<file path="config.mk">
export PLATFORM = sky130hd
export DESIGN_NAME = rra_access_map
export DESIGN_NICKNAME = d
export VERILOG_FILES = /design/src/rra_pkg.sv /design/src/rra_access_map.sv /design/src/rra_divider.sv /design/src/rra_calendar.sv
export SDC_FILE = /design/constraint.sdc
export NUM_CORES = 1
export LEC_CHECK = 0
export BUFFER_PORTS_ARGS = -buffer_cell sky130_fd_sc_hd__buf_2
export CAP_MARGIN = 0
export CORE_AREA = 2 2 207 209
export DETAILED_ROUTE_END_ITERATION = 12
export DIE_AREA = 0 0 209 211
export MAX_ROUTING_LAYER = met4
export PLACE_DENSITY = 0.59
export REMOVE_ABC_BUFFERS = 1
export SYNTH_ARGS = -nofsm -noshare
export SYNTH_HDL_FRONTEND = slang
export SYNTH_SLANG_ARGS = --single-unit
</file>
<file path="constraint.sdc">
create_clock -name clk_sys -period 3.4 [get_ports clk_sys]
set_input_delay 0.68 -clock clk_sys [delete_from_list [all_inputs] [get_ports clk_sys]]
set_output_delay 0.68 -clock clk_sys [all_outputs]
set_load 0.02 [all_outputs]
</file>
<file path="src/rra_pkg.sv">
// Constants, register map and carrier types of the RTC register access core.
package rra_pkg;
	// Register map.
	localparam int REG_COUNT = 18;
	localparam logic [7:0] ADDR_CTRL1 = 8'h00;
	localparam logic [7:0] ADDR_CTRL2 = 8'h01;
	localparam logic [7:0] ADDR_TRIM = 8'h02;
	localparam logic [7:0] ADDR_SCRATCH = 8'h03;
	localparam logic [7:0] ADDR_SEC = 8'h04;
	localparam logic [7:0] ADDR_YEAR = 8'h0a;
	localparam logic [7:0] ADDR_ALARM_FIRST = 8'h0b;
	localparam logic [7:0] ADDR_ALARM_LAST = 8'h0f;
	localparam logic [7:0] ADDR_TIMER_VALUE = 8'h10;
	localparam logic [7:0] ADDR_TIMER_MODE = 8'h11;
	localparam logic [7:0] ADDR_FIRST = 8'h00;
	localparam logic [7:0] ADDR_LAST = 8'h11;
	localparam logic [7:0] REG_RESET = 8'h00;
	// Clock-out select field in the second control register.
	localparam int FSEL_LSB = 0;
	localparam int FSEL_MSB = 2;
	localparam logic [2:0] FSEL_32K = 3'h0;
	localparam logic [2:0] FSEL_1K = 3'h5;
	localparam logic [2:0] FSEL_1HZ = 3'h6;
	// Time base: the divider is as wide as the oscillator rate is a power of two.
	localparam int OSC_HZ = 32768;
	localparam int DIV_BITS = 15;
	localparam logic [DIV_BITS-1:0] DIV_LAST = 15'h7fff;
	// Bus timing against the system clock.
	localparam int CLK_HZ = 40000000;
	localparam int BUS_MAX_BPS = 400000;
	localparam int OVERSAMPLE_MIN = 8;
	localparam logic [3:0] BYTE_BITS = 4'h8;
	localparam logic [6:0] DEF_DEV_ADDR = 7'h52;
	// BCD limits of the counters.
	localparam logic [7:0] SEC_MAX = 8'h59;
	localparam logic [7:0] MIN_MAX = 8'h59;
	localparam logic [7:0] HOUR_MAX = 8'h23;
	localparam logic [7:0] WDAY_MAX = 8'h06;
	localparam logic [7:0] MON_MAX = 8'h12;
	localparam logic [7:0] YEAR_MAX = 8'h99;
	localparam logic [7:0] BCD_ZERO = 8'h00;
	localparam logic [7:0] BCD_ONE = 8'h01;
	// Counter bytes in address order, seconds in the top byte.
	typedef struct packed {
		logic [7:0] sec;
		logic [7:0] min;
		logic [7:0] hour;
		logic [7:0] day;
		logic [7:0] wday;
		logic [7:0] mon;
		logic [7:0] year;
	} rra_time_t;
	localparam rra_time_t TIME_RESET = '{8'h00, 8'h00, 8'h00, 8'h01, 8'h00, 8'h01, 8'h00};
	// Divider taps: raw oscillator level and the ripple stages.
	typedef struct packed {
		logic osc;
		logic [DIV_BITS-1:0] cnt;
	} rra_taps_t;
	// Write of one counter byte, index 0 is seconds.
	typedef struct packed {
		logic stb;
		logic [2:0] idx;
		logic [7:0] data;
	} rra_wr_t;
	// Bus engine states.
	typedef enum logic [8:0] {
		ST_IDLE = 9'h001,
		ST_ADDR = 9'h002,
		ST_ADDR_ACK = 9'h004,
		ST_PTR = 9'h008,
		ST_PTR_ACK = 9'h010,
		ST_WDATA = 9'h020,
		ST_WDATA_ACK = 9'h040,
		ST_RDATA = 9'h080,
		ST_HOST_ACK = 9'h100
	} rra_bus_st_t;
endpackage : rra_pkg

</file>
<file path="src/rra_access_map.sv">
// Two-wire bus slave, register file and clock output of the RTC access core.
`timescale 1ns/1ps
module rra_access_map #(
	parameter logic [6:0] DEV_ADDR = rra_pkg::DEF_DEV_ADDR
) (
	// Clock and reset.
	input wire logic clk_sys,
	input wire logic rst_n,
	// Two-wire bus; data is open drain.
	input wire logic scl_i,
	input wire logic sda_i,
	output logic sda_o,
	output logic sda_oe,
	// Oscillator and clock output.
	input wire logic osc_i,
	input wire logic clk_out_enable_in,
	output logic prog_freq_out
);
	typedef struct packed {
		rra_pkg::rra_bus_st_t st;
		logic [3:0] bits;
		logic [7:0] shift;
		logic [7:0] ptr;
		logic rw;
		logic busy;
		logic sclQ;
		logic sdaQ;
		logic sdaOe;
		logic freqOut;
		logic wrStb;
		logic [7:0] wrAddr;
		logic [7:0] wrData;
		logic [rra_pkg::REG_COUNT-1:0][7:0] regs;
	} rra_core_t;

	rra_core_t core_q;
	rra_core_t core_d;
	rra_pkg::rra_taps_t taps;
	rra_pkg::rra_time_t timeNow;
	rra_pkg::rra_wr_t timeWr;
	logic secTick;
	logic sclRise;
	logic sclFall;
	logic busStart;
	logic busStop;

	// Parameters the bus engine cannot serve.
	if (DEV_ADDR[6:3] == 4'h0 || DEV_ADDR[6:3] == 4'hf) begin : g_bad_addr
		$error("Device address lies in a reserved group.");
	end
	if (rra_pkg::CLK_HZ < rra_pkg::OVERSAMPLE_MIN * rra_pkg::BUS_MAX_BPS) begin : g_slow_clk
		$error("System clock too slow to sample the bus.");
	end

	function automatic logic [7:0] nextPtr(input logic [7:0] p);
		return (p >= rra_pkg::ADDR_LAST) ? rra_pkg::ADDR_FIRST : p + 8'h01;
	endfunction : nextPtr

	function automatic logic isTime(input logic [7:0] p);
		return (p >= rra_pkg::ADDR_SEC) && (p <= rra_pkg::ADDR_YEAR);
	endfunction : isTime

	// byte-wide map
	// Unmapped pointers read as zero so a runaway read stays harmless.
	function automatic logic [7:0] byteAt(input logic [7:0] p, input rra_core_t s, input rra_pkg::rra_time_t t);
		if (isTime(p)) begin
			return t[(rra_pkg::ADDR_YEAR - p) * 8 +: 8];
		end
		if (p <= rra_pkg::ADDR_LAST) begin
			return s.regs[p[4:0]];
		end
		return rra_pkg::REG_RESET;
	endfunction : byteAt

	function automatic logic tapSel(input logic [2:0] sel, input rra_pkg::rra_taps_t tp);
		if (sel == rra_pkg::FSEL_32K) begin
			return tp.osc;
		end
		if (sel <= rra_pkg::FSEL_1K) begin
			return tp.cnt[sel - 3'h1];
		end
		if (sel == rra_pkg::FSEL_1HZ) begin
			return tp.cnt[rra_pkg::DIV_BITS-1];
		end
		return 1'b0;
	endfunction : tapSel

	// Fetch the byte at the pointer and put its top bit on the wire.
	function automatic rra_core_t loadRead(input rra_core_t s, input rra_pkg::rra_time_t t);
		rra_core_t n;
		logic [7:0] b;
		n = s;
		b = byteAt(s.ptr, s, t);
		n.shift = b;
		n.sdaOe = ~b[7];
		n.bits = 4'h0;
		n.ptr = nextPtr(s.ptr);
		n.st = rra_pkg::ST_RDATA;
		return n;
	endfunction : loadRead

	// Bus conditions seen on the sampled lines.
	assign sclRise = scl_i && !core_q.sclQ;
	assign sclFall = !scl_i && core_q.sclQ;
	assign busStart = scl_i && core_q.sclQ && core_q.sdaQ && !sda_i;
	assign busStop = scl_i && core_q.sclQ && !core_q.sdaQ && sda_i;

	// Time base and counters.
	rra_divider u_divider (
		.clk_sys(clk_sys),
		.rst_n(rst_n),
		.osc_i(osc_i),
		.taps(taps),
		.tick(secTick)
	);

	rra_calendar u_calendar (
		.clk_sys(clk_sys),
		.rst_n(rst_n),
		.tick(secTick),
		.freeze(core_q.busy),
		.wr(timeWr),
		.timeNow(timeNow)
	);

	// Counter writes leave one cycle after the byte is taken.
	assign timeWr = '{stb: core_q.wrStb && isTime(core_q.wrAddr),
		idx: 3'(core_q.wrAddr - rra_pkg::ADDR_SEC), data: core_q.wrData};

	// serial byte engine
	// Input bits are taken on the clock rise, our own data changes after the fall,
	// so the data line never moves while the clock is high.
	always_comb begin
		core_d = core_q;
		core_d.sclQ = scl_i;
		core_d.sdaQ = sda_i;
		core_d.wrStb = 1'b0;
		core_d.freqOut = clk_out_enable_in
			&& tapSel(core_q.regs[rra_pkg::ADDR_CTRL2][rra_pkg::FSEL_MSB:rra_pkg::FSEL_LSB], taps);
		if (busStop) begin
			core_d.st = rra_pkg::ST_IDLE;
			core_d.sdaOe = 1'b0;
			core_d.busy = 1'b0;
		end else if (busStart) begin
			core_d.st = rra_pkg::ST_ADDR;
			core_d.bits = 4'h0;
			core_d.sdaOe = 1'b0;
			core_d.busy = 1'b1;
		end else begin
			if (sclRise && (core_q.st == rra_pkg::ST_ADDR || core_q.st == rra_pkg::ST_PTR
				|| core_q.st == rra_pkg::ST_WDATA)) begin
				core_d.shift = {core_q.shift[6:0], sda_i};
				core_d.bits = core_q.bits + 4'h1;
			end
			case (core_q.st)
				rra_pkg::ST_IDLE: begin
					core_d.sdaOe = 1'b0;
				end
				rra_pkg::ST_ADDR: begin
					if (sclFall && core_q.bits == rra_pkg::BYTE_BITS) begin
						if (core_q.shift[7:1] == DEV_ADDR) begin
							core_d.sdaOe = 1'b1;
							core_d.rw = core_q.shift[0];
							core_d.st = rra_pkg::ST_ADDR_ACK;
						end else begin
							// Another device is addressed, so time keeps running.
							core_d.st = rra_pkg::ST_IDLE;
							core_d.busy = 1'b0;
						end
					end
				end
				rra_pkg::ST_ADDR_ACK: begin
					if (sclFall) begin
						if (core_q.rw) begin
							core_d = loadRead(core_d, timeNow);
						end else begin
							core_d.sdaOe = 1'b0;
							core_d.bits = 4'h0;
							core_d.st = rra_pkg::ST_PTR;
						end
					end
				end
				rra_pkg::ST_PTR: begin
					if (sclFall && core_q.bits == rra_pkg::BYTE_BITS) begin
						core_d.ptr = core_q.shift;
						core_d.sdaOe = 1'b1;
						core_d.st = rra_pkg::ST_PTR_ACK;
					end
				end
				rra_pkg::ST_PTR_ACK, rra_pkg::ST_WDATA_ACK: begin
					if (sclFall) begin
						core_d.sdaOe = 1'b0;
						core_d.bits = 4'h0;
						core_d.st = rra_pkg::ST_WDATA;
					end
				end
				rra_pkg::ST_WDATA: begin
					if (sclFall && core_q.bits == rra_pkg::BYTE_BITS) begin
						core_d.wrStb = 1'b1;
						core_d.wrAddr = core_q.ptr;
						core_d.wrData = core_q.shift;
						if (!isTime(core_q.ptr) && core_q.ptr <= rra_pkg::ADDR_LAST) begin
							core_d.regs[core_q.ptr[4:0]] = core_q.shift;
						end
						core_d.ptr = nextPtr(core_q.ptr);
						core_d.sdaOe = 1'b1;
						core_d.st = rra_pkg::ST_WDATA_ACK;
					end
				end
				rra_pkg::ST_RDATA: begin
					if (sclRise) begin
						core_d.bits = core_q.bits + 4'h1;
					end else if (sclFall) begin
						if (core_q.bits == rra_pkg::BYTE_BITS) begin
							core_d.sdaOe = 1'b0;
							core_d.st = rra_pkg::ST_HOST_ACK;
						end else begin
							core_d.shift = {core_q.shift[6:0], 1'b0};
							core_d.sdaOe = ~core_q.shift[6];
						end
					end
				end
				rra_pkg::ST_HOST_ACK: begin
					// A refused byte ends the read; the freeze lasts until the stop.
					if (sclRise && sda_i) begin
						core_d.st = rra_pkg::ST_IDLE;
					end else if (sclFall) begin
						core_d = loadRead(core_d, timeNow);
					end
				end
				default: begin
					core_d.st = rra_pkg::ST_IDLE;
					core_d.sdaOe = 1'b0;
				end
			endcase
		end
	end

	// State register; the lines idle high.
	always_ff @(posedge clk_sys or negedge rst_n) begin
		if (!rst_n) begin
			core_q <= '0;
			core_q.st <= rra_pkg::ST_IDLE;
			core_q.sclQ <= 1'b1;
			core_q.sdaQ <= 1'b1;
		end else begin
			core_q <= core_d;
		end
	end

	// Open drain: the data line is only ever pulled low.
	assign sda_o = 1'b0;
	assign sda_oe = core_q.sdaOe;
	assign prog_freq_out = core_q.freqOut;

	chk_ptr_step: assert property (@(posedge clk_sys) disable iff (!rst_n)
		core_q.wrStb |-> (core_q.ptr == nextPtr(core_q.wrAddr)))
		else $error("Pointer did not step after a write.");
	chk_scratch_keep: assert property (@(posedge clk_sys) disable iff (!rst_n)
		(core_q.wrStb && core_q.wrAddr == rra_pkg::ADDR_SCRATCH)
		|-> (core_q.regs[rra_pkg::ADDR_SCRATCH[4:0]] == core_q.wrData))
		else $error("Scratch byte lost its value.");
	chk_prog_freq_out_gate: assert property (@(posedge clk_sys) disable iff (!rst_n)
		!clk_out_enable_in |=> !prog_freq_out)
		else $error("Clock output toggled while disabled.");
	chk_stop_release: assert property (@(posedge clk_sys) disable iff (!rst_n)
		busStop |=> (!core_q.busy && !sda_oe))
		else $error("Freeze or drive held after stop.");
	chk_nack_release: assert property (@(posedge clk_sys) disable iff (!rst_n)
		(core_q.st == rra_pkg::ST_HOST_ACK && sclRise && sda_i && !busStart && !busStop)
		|=> (core_q.st == rra_pkg::ST_IDLE && !sda_oe))
		else $error("Read went on after a refused byte.");
endmodule : rra_access_map

</file>
<file path="src/rra_divider.sv">
// Divider chain that turns the oscillator into clock-out taps and a one-second tick.
`timescale 1ns/1ps
module rra_divider (
	// Clock and reset.
	input wire logic clk_sys,
	input wire logic rst_n,
	// Oscillator level.
	input wire logic osc_i,
	// Taps and tick.
	output rra_pkg::rra_taps_t taps,
	output logic tick
);
	typedef struct packed {
		logic oscQ;
		logic [rra_pkg::DIV_BITS-1:0] cnt;
		logic tick;
	} rra_div_t;
	rra_div_t div_q;
	rra_div_t div_d;

	// divider chain
	// Each oscillator rising edge steps the chain; the wrap marks one second.
	always_comb begin
		div_d = div_q;
		div_d.oscQ = osc_i;
		div_d.tick = 1'b0;
		if (osc_i && !div_q.oscQ) begin
			div_d.cnt = div_q.cnt + 1'b1;
			div_d.tick = (div_q.cnt == rra_pkg::DIV_LAST);
		end
	end

	// State register.
	always_ff @(posedge clk_sys or negedge rst_n) begin
		if (!rst_n) begin
			div_q <= '0;
		end else begin
			div_q <= div_d;
		end
	end

	assign taps = '{osc: div_q.oscQ, cnt: div_q.cnt};
	assign tick = div_q.tick;

	chk_tick_wrap: assert property (@(posedge clk_sys) disable iff (!rst_n) tick |-> (div_q.cnt == '0))
		else $error("Second tick without divider wrap.");
endmodule : rra_divider

</file>
<file path="src/rra_calendar.sv">
// BCD clock and calendar counters with access freeze and deferred second.
`timescale 1ns/1ps
module rra_calendar (
	// Clock and reset.
	input wire logic clk_sys,
	input wire logic rst_n,
	// Time base and access control.
	input wire logic tick,
	input wire logic freeze,
	input rra_pkg::rra_wr_t wr,
	// Current counters.
	output rra_pkg::rra_time_t timeNow
);
	typedef struct packed {
		rra_pkg::rra_time_t t;
		logic pend;
	} rra_cal_t;
	localparam rra_cal_t CAL_RESET = '{t: rra_pkg::TIME_RESET, pend: 1'b0};
	rra_cal_t cal_q;
	rra_cal_t cal_d;

	// BCD increment with wrap; the top bit is the carry.
	function automatic logic [8:0] bcdInc(input logic [7:0] v, input logic [7:0] hi, input logic [7:0] lo);
		if (v >= hi) begin
			return {1'b1, lo};
		end
		if (v[3:0] == 4'h9) begin
			return {1'b0, v[7:4] + 4'h1, 4'h0};
		end
		return {1'b0, v + 8'h01};
	endfunction : bcdInc

	// Last BCD day of a month; years divisible by four are leap years.
	function automatic logic [7:0] monthLast(input logic [7:0] mon, input logic [7:0] year);
		logic [1:0] rem;
		rem = {year[4], 1'b0} + year[1:0];
		case (mon)
			8'h02: return (rem == 2'h0) ? 8'h29 : 8'h28;
			8'h04, 8'h06, 8'h09, 8'h11: return 8'h30;
			default: return 8'h31;
		endcase
	endfunction : monthLast

	// A tick during a freeze is parked and applied once the freeze ends.
	always_comb begin
		logic [8:0] r;
		r = 9'h000;
		cal_d = cal_q;
		if (freeze) begin
			if (tick) begin
				cal_d.pend = 1'b1;
			end
		end else if (tick || cal_q.pend) begin
			cal_d.pend = tick && cal_q.pend;
			r = bcdInc({1'b0, cal_q.t.sec[6:0]}, rra_pkg::SEC_MAX, rra_pkg::BCD_ZERO);
			cal_d.t.sec = {cal_q.t.sec[7], r[6:0]};
			if (r[8]) begin
				r = bcdInc(cal_q.t.min, rra_pkg::MIN_MAX, rra_pkg::BCD_ZERO);
				cal_d.t.min = r[7:0];
				if (r[8]) begin
					r = bcdInc(cal_q.t.hour, rra_pkg::HOUR_MAX, rra_pkg::BCD_ZERO);
					cal_d.t.hour = r[7:0];
					if (r[8]) begin
						r = bcdInc(cal_q.t.wday, rra_pkg::WDAY_MAX, rra_pkg::BCD_ZERO);
						cal_d.t.wday = r[7:0];
						r = bcdInc(cal_q.t.day, monthLast(cal_q.t.mon, cal_q.t.year), rra_pkg::BCD_ONE);
						cal_d.t.day = r[7:0];
						if (r[8]) begin
							r = bcdInc(cal_q.t.mon, rra_pkg::MON_MAX, rra_pkg::BCD_ONE);
							cal_d.t.mon = r[7:0];
							if (r[8]) begin
								r = bcdInc(cal_q.t.year, rra_pkg::YEAR_MAX, rra_pkg::BCD_ZERO);
								cal_d.t.year = r[7:0];
							end
						end
					end
				end
			end
		end
		if (wr.stb) begin
			case (wr.idx)
				3'h0: cal_d.t.sec = wr.data;
				3'h1: cal_d.t.min = wr.data;
				3'h2: cal_d.t.hour = wr.data;
				3'h3: cal_d.t.day = wr.data;
				3'h4: cal_d.t.wday = wr.data;
				3'h5: cal_d.t.mon = wr.data;
				3'h6: cal_d.t.year = wr.data;
				default: cal_d.t = cal_q.t;
			endcase
		end
	end

	// State register.
	always_ff @(posedge clk_sys or negedge rst_n) begin
		if (!rst_n) begin
			cal_q <= CAL_RESET;
		end else begin
			cal_q <= cal_d;
		end
	end

	assign timeNow = cal_q.t;

	chk_freeze_hold: assert property (@(posedge clk_sys) disable iff (!rst_n)
		(freeze && !wr.stb) |=> (cal_q.t == $past(cal_q.t)))
		else $error("Counters moved during a freeze.");
	chk_pend_apply: assert property (@(posedge clk_sys) disable iff (!rst_n)
		(cal_q.pend && !freeze && !wr.stb) |=> (cal_q.t.sec != $past(cal_q.t.sec)))
		else $error("Parked second not applied.");
	chk_bcd_roll: assert property (@(posedge clk_sys) disable iff (!rst_n)
		(!freeze && (tick || cal_q.pend) && !wr.stb && cal_q.t.sec[3:0] == 4'h9) |=> (cal_q.t.sec[3:0] == 4'h0))
		else $error("Seconds digit left BCD.");
endmodule : rra_calendar

</file>
== After elaboration in Yosys (flattened, before gate mapping) ==
Index checks and enable logic that the tools add are counted.
Word-level totals
  logic and storage cells: 479
  output and inout bits: 3
  bits in registers: 270
  input bits: 6
Cells by class
  bitwise logic cells: 7
  order comparisons: 17
  equal/unequal tests: 64
  shift-type cells: 1
  $add $sub $neg: 21
  muxes and demuxes: 273
  reductions and logical operators: 54
Operators by type and width (number)
  161-bit one-hot mux with 3 select lines: 1
  9-bit two-way mux: 48
  196-bit two-way mux: 2
  162-bit two-way mux: 2
  8-bit two-way mux: 38
  187-bit two-way mux: 1
  161-bit two-way mux: 1
  144-bit bitwise mux: 1
  144-bit two-way mux: 1
  1-bit two-way mux: 140
  8-bit one-hot mux with 2 select lines: 8
  56-bit two-way mux: 2
  9-bit one-hot mux with 8 select lines: 1
  8-bit by 1-bit adder with 8-bit output, second input constant: 7
  56-bit by 33-bit variable part select with 8-bit output: 1
  55-bit two-way mux: 1
  12-bit two-way mux: 4
  48-bit two-way mux: 1
  6-bit OR reduction: 7
  8-bit binary-select mux with 5-bit select: 1
  8-bit demux with 5-bit select: 1
  40-bit two-way mux: 1
  4-bit == test, second input constant: 8
  32-bit two-way mux: 1
  78 further kinds: 158

== Logic depth before layout (Yosys ltp) ==
Gate-level depths: netlist of run 1.
  word-level depth: 110
  mapped depth: 14
  mapped depth without buffers: 13

== Cells and area by module ==
A second synthesis of run 1 with hierarchy kept.
Unflattened totals
  cell total of the unflattened synthesis: 1519
  area, all modules: 15919.0 um^2
By module, submodules not included
  rra_access_map: times used 1, area an instance 10218.6 um^2, cells each 858, sequential area each 4908.5 um^2
  rra_calendar: times used 1, area an instance 4958.5 um^2, cells each 602, sequential area each 1428.9 um^2
  rra_divider: times used 1, area an instance 742.0 um^2, cells each 59, sequential area each 425.4 um^2

== Worst setup path before layout of run 1 ==
OpenSTA, ideal clock, no wires.
  path type: register to register
  start point: register u_calendar.cal_q, in the netlist u_calendar.timeNow[8]
  end point: register u_calendar.cal_q, in the netlist u_calendar.timeNow[10]
  path buffers: 1
  setup slack: 382 ps
  clock period less this slack: 3018 ps
  stages on the path, launching flop included: 13
  arrival: 2936 ps
  cells stage by stage: dfstp_2 -> clkbuf_1 -> inv_1 -> nor4_1 -> a31oi_1 -> o32a_1 -> ha_1 -> nor4b_1 -> o21ai_0 -> a211o_1 -> nand2_2 -> or4_1 -> a31oi_1
Between the ends
  word-level cells in the longest chain between the ends: 29
RTL lines
  start: declaration: RTL line rra_calendar.sv:19  | rra_cal_t cal_q;
  start signal: assignment: RTL line rra_calendar.sv:99  | cal_q <= cal_d;
  8-bit by 3-bit == test with 1-bit output (tied with other cells): RTL line rra_calendar.sv:37  | case (mon)
  4-bit OR reduction: RTL line rra_calendar.sv:37
  8-bit one-hot mux with 2 select lines: RTL line rra_calendar.sv:37
  8-bit two-way mux: RTL line rra_calendar.sv:63  | if (r[8]) begin
  8-bit two-way mux: RTL line rra_calendar.sv:60  | if (r[8]) begin
  8-bit two-way mux: RTL line rra_calendar.sv:57  | if (r[8]) begin
  8-bit two-way mux: RTL line rra_calendar.sv:53  | end else if (tick || cal_q.pend) begin
  8-bit two-way mux: RTL line rra_calendar.sv:49  | if (freeze) begin
  [... 13 more ...]
  16-bit two-way mux (*): RTL line rra_calendar.sv:68  | if (r[8]) begin
  32-bit two-way mux (*): RTL line rra_calendar.sv:63
  40-bit two-way mux (*): RTL line rra_calendar.sv:60
  48-bit two-way mux (*): RTL line rra_calendar.sv:57
  56-bit two-way mux (*): RTL line rra_calendar.sv:53
  55-bit two-way mux (*): RTL line rra_calendar.sv:49
  8-bit one-hot mux with 2 select lines: RTL line rra_calendar.sv:81  | case (wr.idx)
  56-bit two-way mux (*): RTL line rra_calendar.sv:80  | if (wr.stb) begin
Every way passes the cells marked *; elsewhere a longest branch is shown, timed or not. The select of a mux whose other input is x is not followed.
A chain may end at the register's enable or synchronous reset.

== Final worst setup path of run 1 ==
  start point: register u_calendar.cal_q, in the netlist u_calendar.timeNow[12]
  end point: register u_calendar.cal_q, in the netlist u_calendar.timeNow[4]
The elaborated chain is that of the path after synthesis.

==> results_dict.tcl, run 1 <==
set metrics [dict create \
    n_fill_cell 3991 \
    timing.critical_path.from_type "register" \
    holdBufCountCts 0 \
    route.detailed.wl_per_inst_um 19.1 \
    vias 10600 \
    syn_inst 1387 \
    max-clock-path-buffers 3 \
    reg2reg_from "u_calendar.timeNow[12]" \
    die_extent_in_y_um 211 \
    timing.critical_path.to_type "register" \
    ant_nets 0 \
    min_path_type "in2async" \
    yosys.cell_types.count 80 \
    critical_path.max_stage_delay_ps 460 \
    crit_required_ps 3890 \
    grt_overflow_total 0 \
    clock_latency_ps 570 \
    multi_input_area_um2 7230 \
    number_of_antenna_violations_at_the_first_check_in_global_routing 0 \
    rows 75 \
    routabilityCongestion 0.919 \
    post-dp-hpwl_um 25600 \
    synth_top_cells_by_area "dfrtp_1 (45%), mux2_2 (9.0%), mux4_2 (6.5%)" \
    fin_setup_tns_ps 0 \
    top_level_ports 9 \
    synthTopCellsByCount "dfrtp_1 (261), nand2_1 (130), mux2_2 (116)" \
    drt_first_pass_iters 7 \
    timing.critical_path.cells "inv_1 > ha_1 > mux2i_1 > nor4_1 > a31oi_1 > o32a_1 > ha_1 > nor4b_2 > o21ai_2 > a211o_1 > nand3_1 > buf_4 > o21ai_0 > a31oi_1" \
    port_buffers 7 \
    syn-mean-instance-area_um2 10.4 \
    power.ir.vdd_worst_uv 378 \
    max_freq_ghz 0.320 \
    synth-edff-count 0 \
    timing.critical_path.arrival_ps 3610 \
    timing.rr.end "u_calendar.timeNow[4]" \
    die_width_um 209 \
    worstMarginPinSlew_ps 852 \
    final_layout_size_suffix_gt1_frac 0.221 \
    cts.root.buffer_cell "clkbuf_16" \
    syn2layout_area_growth_pct 12.4 \
    core_area_um2 41800 \
    synth-warning-count 0 \
    drv_slew 0 \
    worstPathMaxFanout 10 \
    route.detailed.vias_per_inst 5.54 \
    final_min_period_over_clock_period 0.918 \
    grt_pass1_vias 10400 \
    final.min_clock_period_ps 3120 \
    clkTransAtPathRegs_ps 60 \
    setup_viol_count_final 0 \
    async_reset_ff_frac 1.00 \
    post_synth_instance_area_um2 14500 \
    dieArea_um2 44100 \
    global_route.usage.total 0.172 \
    leakage_nw 7.19 \
    cts_tree "built" \
    hold_violations 0 \
    timing.max_cap.violations 0 \
    timing.setup.critical_path_class "reg2reg" \
    synth.yosys.seq_area_share 0.460 \
    ys_ff_latch 266 \
    run_status "finished, final reports clean" \
    maximum_number_of_pins_on_one_net_before_global_route_repair 93 \
    critPathTopFamily "compound AO/OA/AOI/OAI gates" \
    initial_core_util 0.347 \
    finalWirelength_um 36500 \
    antenna_cells 0 \
    htree_num_levels 1 \
    yosys.cell_count.top_type "dfrtp_1" \
    highest_delay_cell_along_the_critical_path "dfrtp_2" \
    grt_pass1_wl_um 59000 \
    final.setup_skew_ps 8.20 \
    synthFlopType "dfrtp_1" \
    ff_latch_area_um2 6670 \
    timing.critical_path.buf_inv 2 \
    detailedRoute.firstIterationViolations 668 \
    cts.sinks 266 \
    cts-buffers-inserted 30 \
    slew_headroom 0.430 \
    rrSetupSlack_ps 280 \
    powerDensity_nw_per_um2 448 \
    fin_nets 1395 \
    route.detailed.drc 0 \
    timing.reg2reg.worst_path_depth 14 \
    setup_repair_after_global_routing_missed_its_margin "no" \
    power.total_mw 7.29 \
    synth.top_cell.area_share 0.451 \
    synth_top_cell_by_area "dfrtp_1" \
]
## cells by family (layout without fill, tap and decap cells)
kind of cell / count (synthesis) / count (layout) / synth area share
and+or+nand+nor: 439 / 439 / 0.156
AOI/OAI and AO/OA: 281 / 281 / 0.121
other: 1 / 1 / 0.000259
xor gates and xnor gates: 26 / 26 / 0.0157
adders and majority gates: 36 / 36 / 0.0309
muxes: 184 / 184 / 0.173
DFF: 266 / 266 / 0.460
buffers and inverters: 154 / 144 / 0.0422
## stage by stage
step / setup WS, ps / util / area (um^2) / hold WS [ps] / std cells
final: 279 / 0.390 / 16300 / 145 / 1916
after floorplan: -1480 / - / 14000 / 349 / 1272
after global placement: 239 / 0.362 / 15100 / 360 / 1861
after global routing: 65.7 / 0.390 / 16300 / 182 / 1916
after CTS: 139 / 0.390 / 16300 / 157 / 1916
after detailed placement: 127 / 0.362 / 15100 / 362 / 1861
## layer usage
layer / part of all wire / vias up / track usage
met5: 0 / - / -
met4: 0.022 / 0 / 0.0411
met3: 0.052 / 49 / 0.0230
met2: 0.45 / 262 / 0.262
met1: 0.47 / 5317 / 0.244
li1: - / 4978 / -
## power breakdown
part | leakage, nW | switching [mW] | total [mW] | internal [mW]
Clock | 0.560 | 1.38 | 3.72 | 2.34
Sequential | 3.65 | 0.0889 | 3.31 | 3.22
Combinational | 2.98 | 0.161 | 0.263 | 0.102
## worst max-delay path by stage
stage                           start                      to  slack (ps)  depth (start not counted)
2_1_floorplan             core_q[167]              core_q[16]       -1480                          7
3_3_place_gp   u_calendar.timeNow[12]  u_calendar.timeNow[10]         240                         13
3_5_place_dp   u_calendar.timeNow[12]  u_calendar.timeNow[11]         130                         13
4_1_cts        u_calendar.timeNow[12]  u_calendar.timeNow[11]         140                         13
5_1_grt        u_calendar.timeNow[12]  u_calendar.timeNow[11]          70                         13
6_report       u_calendar.timeNow[12]   u_calendar.timeNow[4]         280                         14
## what timing repair did
item                                    4_1_cts  5_1_grt
setup buffers                                 0        0
gates resized for setup                       0        4
endpoints found under the setup margin        0       10
## state kept, by name, summed over array words and instances, names as in the netlist
name                count
u_divider.tick          1
core_q                190
prog_freq_out           1
u_calendar.cal_q        1
u_divider.taps         16
sda_oe                  1
u_calendar.timeNow     56
## placed cells by master (no fill, tap or decap), types with 30 or more instances in the layout
| cell | instances |
|---|---|
| o21ai_0 | 83 |
| nor3_1 | 30 |
| a21oi_1 | 73 |
| mux2_2 | 116 |
| mux4_2 | 42 |
| inv_1 | 36 |
| nand2_1 | 130 |
| clkbuf_16 | 30 |
| ha_1 | 35 |
| nor2_1 | 74 |
| dfrtp_1 | 258 |
| buf_4 | 40 |
| nand3_1 | 56 |
## layout make-up
class,instances,share of cell area
clock inverters,19,0.0206
multi-input cells,967,0.444
well taps,539,0.0414
clock buffers,36,0.0505
repair buffers,50,0.0249
inverters,39,0.00899
flip-flops and latches,266,0.409
Note: power is estimated with default switching activity, not from simulation.
==> run 2, diff against run 1 <==
--- a/config.mk
+++ b/config.mk
@@ -7,11 +7,13 @@
 export LEC_CHECK = 0
 export BUFFER_PORTS_ARGS = -buffer_cell sky130_fd_sc_hd__buf_2
 export CAP_MARGIN = 0
+export CELL_PAD_IN_SITES_DETAIL_PLACEMENT = 1
+export CELL_PAD_IN_SITES_GLOBAL_PLACEMENT = 2
 export CORE_AREA = 2 2 207 209
 export DETAILED_ROUTE_END_ITERATION = 12
 export DIE_AREA = 0 0 209 211
 export MAX_ROUTING_LAYER = met4
-export PLACE_DENSITY = 0.59
+export PLACE_DENSITY = 0.77
 export REMOVE_ABC_BUFFERS = 1
 export SYNTH_ARGS = -nofsm -noshare
 export SYNTH_HDL_FRONTEND = slang
==> run 2 against run 1 <==
Clock-buffer cell count is 1 higher; die area stayed put; non-clock buffer count is 1 higher; first-iteration DRC count is 5.8% higher.
==> results_dict.tcl, run 2 (synthesis results as in run 1) <==
set metrics [dict create \
    max-clock-path-buffers 3 \
    largest_register_ffs 190 \
    route.detailed.drc 0 \
    cts.root.buffer_cell "clkbuf_16" \
    max_freq_ghz 0.310 \
    min_path_type "in2async" \
    timing.critical_path.cells "inv_1 > ha_1 > mux2i_1 > nor4_1 > a31oi_1 > o32a_1 > ha_1 > nor4b_2 > o21ai_2 > a211o_1 > nand3_1 > or4_1 > a31oi_1" \
    route.detailed.wl_per_inst_um 21.8 \
    syn2layout_area_growth_pct 12.1 \
    vias 10900 \
    total_stage_count_of_the_critical_path 13 \
    run_status "finished, final reports clean" \
    largest-register "core_q" \
    port_buffers 7 \
    worstPathMaxFanout 8 \
    slew_headroom 0.435 \
    highest_delay_cell_along_the_critical_path "or4_1" \
    timing.setup.critical_path_class "reg2reg" \
    die_width_um 209 \
    dieArea_um2 44100 \
    grt_pass1_vias 11400 \
    clkTransAtPathRegs_ps 60 \
    drv_slew 0 \
    core_area_um2 41800 \
    timing.critical_path.from_type "register" \
    holdBufCountCts 0 \
    leakage_nw 7.20 \
    clock_latency_ps 590 \
    cts-buffers-inserted 30 \
    grt_overflow_total 0 \
    worstMarginPinSlew_ps 848 \
    final-instance-count-excl-fill 1917 \
    cts.sinks 266 \
    dpl.cell_count 1861 \
    number_of_antenna_violations_at_the_first_check_in_global_routing 0 \
    timing.critical_path.buf_inv 1 \
    timing.critical_path.to_type "register" \
    final.min_clock_period_ps 3230 \
    power.ir.vdd_worst_uv 423 \
    grt_pass1_wl_um 67300 \
    die_extent_in_y_um 211 \
    most-common-layout-cells "dfrtp_1 (259), nand2_1 (130), mux2_2 (116)" \
    global_route.usage.total 0.198 \
    maximum_number_of_pins_on_one_net_before_global_route_repair 80 \
    timing.max_cap.violations 0 \
    final.setup_skew_ps 16.7 \
    finalWirelength_um 41700 \
    cts_tree "built" \
    ant_nets 0 \
    fin_nets 1396 \
    timing.critical_path.arrival_ps 3730 \
    hold_violations 0 \
    setup_viol_count_final 0 \
    powerDensity_nw_per_um2 441 \
    final_min_period_over_clock_period 0.949 \
    top_level_ports 9 \
    crit_required_ps 3900 \
    post-dp-hpwl_um 29000 \
    critPathTopFamily "compound AO/OA/AOI/OAI gates" \
    n_fill_cell 4526 \
    rows 75 \
    final_layout_size_suffix_gt1_frac 0.221 \
    timing.reg2reg.worst_path_depth 13 \
    fin_setup_tns_ps 0 \
    detailedRoute.firstIterationViolations 707 \
    route.detailed.vias_per_inst 5.68 \
    mostFrequentLayoutCell "dfrtp_1" \
    antenna_cells 0 \
    initial_core_util 0.347 \
    htree_num_levels 1 \
    routabilityCongestion 0.903 \
    drt_first_pass_iters 5 \
    critical_path.max_stage_delay_ps 530 \
]
==> run 2: cell count changes in the layout (fill, tap and decap cells not counted) <==
cell,before,now
clkinv_2,5,9
bufinv_16,8,6
clkinvlp_4,3,1
buf_4,40,41
clkbuf_1,1,2
clkinv_4,2,1
dfrtp_1,258,259
dfrtp_2,2,1
nand2_2,2,1
nand2_4,0,1
==> run 2: power by group <==
| group | leakage, nW | internal (mW) | switching (mW) |
|---|---|---|---|
| registers | 3.65 | 3.22 | 0.0963 |
| logic | 3.01 | 0.101 | 0.170 |
| clock network | 0.544 | 2.18 | 1.39 |
| total | 7.20 | 5.51 | 1.66 |
==> run 2: layout make-up <==
| cell class | count | area [um^2] | area share |
|---|---|---|---|
| Clock buffer | 37 | 827 | 0.0509 |
| Clock inverter | 18 | 272 | 0.0167 |
| Inverter | 39 | 146 | 0.00901 |
| Multi-Input combinational cell | 967 | 7240 | 0.446 |
| Sequential cell | 266 | 6670 | 0.411 |
| Tap cell | 539 | 674 | 0.0415 |
| Timing Repair Buffer | 51 | 413 | 0.0254 |
==> run 2: per-stage QoR <==
stage | power, mW | hold WS, ps | worst slack (ps) | cell area, um^2 | utilization
finish | 7.17 | 118 | 174 | 16200 | 0.389
global route | 7.42 | 153 | -11.6 | 16200 | 0.389
CTS | 7.26 | 125 | 48.8 | 16200 | 0.388
detailed placement | 3.65 | 364 | 92.6 | 15100 | 0.362
global placement | 3.64 | 360 | 198 | 15100 | 0.362
floorplan | 3.48 | 349 | -1480 | 14000 | -
==> run 2: worst paths after layout <==
path / from / endpoint / slack (ps)
min in group clk_sys: osc_i / u_divider.taps[15] / 230
min reg2reg: core_q[34] / core_q[34] / 370
min: rst_n / u_calendar.timeNow[42] / 120
max: u_calendar.timeNow[12] / u_calendar.timeNow[2] / 170
max in group asynchronous: rst_n / u_calendar.timeNow[24] / 2470
max reg2reg: u_calendar.timeNow[12] / u_calendar.timeNow[2] / 170
==> run 2: metal layers <==
metal  global-route usage  part of all wire
met4               0.0534             0.026
met5                    -                 0
met2                0.324              0.48
met3               0.0196             0.029
met1                0.263              0.47
==> run 2: timing repair <==
action | in CTS | in global routing
hold endpoints to repair | 0 | 0
buffers inserted | 0 | 1
endpoints found under the setup margin | 0 | 20
gates resized for setup | 0 | 4
==> run 3, diff against run 2 <==
--- a/config.mk
+++ b/config.mk
@@ -9,9 +9,9 @@
 export CAP_MARGIN = 0
 export CELL_PAD_IN_SITES_DETAIL_PLACEMENT = 1
 export CELL_PAD_IN_SITES_GLOBAL_PLACEMENT = 2
-export CORE_AREA = 2 2 207 209
+export CORE_AREA = 2 2 238 182
 export DETAILED_ROUTE_END_ITERATION = 12
-export DIE_AREA = 0 0 209 211
+export DIE_AREA = 0 0 240 184
 export MAX_ROUTING_LAYER = met4
 export PLACE_DENSITY = 0.77
 export REMOVE_ABC_BUFFERS = 1
==> run 3 against run 2 <==
Critical path depth fell by 5; die area grew 0.14%; total power is 3.2% lower; worst setup slack better by 160 ps; first-iteration DRC count is 7.4% higher; utilization about the same; combinational power fell by 3%; fmax rose by 5.1%; clock power fell by 6.7%; via count rose by 0.78%; final area down 0.17%; final cell count rose by 1.8%; largest cell class unchanged.
==> results_dict.tcl, run 3 (synthesis results as in run 1) <==
set metrics [dict create \
    power_switching_mw 1.68 \
    power.share.combinational 0.038 \
    final_layout_size_suffix_gt1_frac 0.223 \
    final_critical_path_setup_slack_ps 330 \
    power.ir.vdd_worst_uv 367 \
    worstPathMaxFanout 8 \
    timing.max_cap.violations 0 \
    antenna_cells 0 \
    cts.root.buffer_cell "clkbuf_16" \
    initial_core_util 0.348 \
    p_sw_frac 0.243 \
    max-clock-path-buffers 3 \
    port_buffers 7 \
    final.min_clock_period_ps 3070 \
    route.detailed.drc 0 \
    clkTransAtPathRegs_ps 60 \
    reg2reg_from "u_calendar.timeNow[53]" \
    syn2layout_area_growth_pct 11.9 \
    clock_latency_ps 570 \
    route.detailed.wl_per_inst_um 22.1 \
    seq_power_share 0.480 \
    setup_repair_after_global_routing_missed_its_margin "no" \
    grt_pass1_wl_um 69300 \
    detailedRoute.firstIterationViolations 759 \
    timing.critical_path.to_type "register" \
    mostFrequentLayoutCell "dfrtp_1" \
    finalWirelength_um 43100 \
    vias 11000 \
    dieArea_um2 44200 \
    crit_required_ps 3900 \
    worst_hold_slack_ps 152 \
    grt_overflow_total 0 \
    timing.reg2reg.worst_path_depth 8 \
    postCtsSetupRepairBufs 0 \
    clockPowerShare 0.482 \
    detailedPlace.worstSlack_ps 157 \
    rrSetupSlack_ps 330 \
    fin_setup_tns_ps 0 \
    total_stage_count_of_the_critical_path 8 \
    cts_tree "built" \
    leakage_nw 7.15 \
    worstMarginPinSlew_ps 861 \
    core_area_um2 41600 \
    most-common-layout-cells "dfrtp_1 (259), nand2_1 (130), mux2_2 (116)" \
    run_status "finished, final reports clean" \
    die_width_um 240 \
    highest_delay_cell_along_the_critical_path "and3_1" \
    timing.critical_path.arrival_ps 3570 \
    largest_register_ffs 190 \
    min_path_type "in2async" \
    htree_num_levels 1 \
    critPathTopFamily "simple AND/OR/NAND/NOR gates" \
    cts.sinks 266 \
    dpl.cell_count 1897 \
    intPower_mw 5.25 \
    largest-register "core_q" \
    drv_slew 0 \
    routabilityCongestion 0.841 \
    fin_nets 1400 \
    timing.critical_path.buf_inv 1 \
    timing.critical_path.from_type "register" \
    slew_headroom 0.424 \
    maximum_number_of_pins_on_one_net_before_global_route_repair 100 \
    setup_viol_count_final 0 \
    final-instance-count-excl-fill 1951 \
    timing.critical_path.cells "inv_1 > ha_1 > nand4b_1 > a311oi_2 > and3_1 > nand3_2 > or4_1 > a31oi_1" \
    timing.setup.critical_path_class "reg2reg" \
    route.detailed.vias_per_inst 5.63 \
    cts-buffers-inserted 29 \
    final_min_period_over_clock_period 0.903 \
    timing.rr.end "u_calendar.timeNow[2]" \
    final.setup_skew_ps 15.8 \
    grt_pass1_vias 11500 \
    hold_violations 0 \
    max_freq_ghz 0.326 \
    powerDensity_nw_per_um2 428 \
    ant_nets 0 \
    rows 65 \
    global_route.usage.total 0.208 \
    critical_path.max_stage_delay_ps 630 \
    top_level_ports 9 \
    post-dp-hpwl_um 30300 \
    die_extent_in_y_um 184 \
    number_of_antenna_violations_at_the_first_check_in_global_routing 0 \
    drt_first_pass_iters 5 \
]
==> run 3: changes by cell type in the layout (fill, tap and decap cells not counted), moves of 2 or more <==
cell | previous run | this run
bufinv_16 | 6 | 4
clkinvlp_4 | 1 | 6
clkbuf_1 | 2 | 4
buf_4 | 41 | 46
clkbuf_8 | 5 | 2
clkinv_2 | 9 | 6
==> run 3: area by class of cell <==
class	instances	area [um^2]
Tap cell	569	712
Multi-Input combinational cell	967	7250
Sequential cell	266	6670
Inverter	39	146
Fill cell	4606	25400
Timing Repair Buffer	56	450
Clock buffer	35	768
Clock inverter	19	221
==> run 3: through the flow <==
| stage | total power, mW | utilization | instance area, um^2 |
|---|---|---|---|
| after CTS | 7.02 | 0.389 | 16200 |
| final | 6.94 | 0.389 | 16200 |
| after global placement | 3.64 | 0.365 | 15200 |
| after floorplan | 3.48 | - | 14000 |
| after global routing | 7.20 | 0.389 | 16200 |
| after detailed placement | 3.66 | 0.365 | 15200 |
==> run 3: layer usage <==
layer / wire length, um / track usage / vias to the layer above / part of all wire
li1: - / - / 4990 / -
met1: 21700 / 0.310 / 5726 / 0.50
met2: 18400 / 0.298 / 212 / 0.43
met3: 2230 / 0.0345 / 52 / 0.052
met4: 726 / 0.0368 / 0 / 0.017
met5: 0 / - / - / 0
==> run 3: power groups by stage <==
| stage | Combinational [mW] | Sequential (mW) | Clock [mW] |
|---|---|---|---|
| after detailed placement | 0.271 | 3.39 | 0 |
| after CTS | 0.273 | 3.33 | 3.42 |
| after global routing | 0.303 | 3.34 | 3.56 |
| after floorplan | 0.135 | 3.35 | 0 |
| final | 0.264 | 3.33 | 3.34 |
| after global placement | 0.263 | 3.38 | 0 |
==> run 3: worst max-delay path by stage <==
stage          slack [ps]                    from                      to
6_report              330  u_calendar.timeNow[53]   u_calendar.timeNow[2]
5_1_grt                50  u_calendar.timeNow[13]  u_calendar.timeNow[26]
4_1_cts               150   u_calendar.timeNow[8]   u_calendar.timeNow[2]
3_5_place_dp          160   u_calendar.timeNow[8]   u_calendar.timeNow[2]
3_3_place_gp          200  u_calendar.timeNow[13]   u_calendar.timeNow[2]
2_1_floorplan       -1480             core_q[167]              core_q[16]
==> run 3: what timing repair did <==
item | in CTS | in global routing
hold buffers | 0 | 0
resized for setup | 0 | 6
setup endpoints to repair | 0 | 18
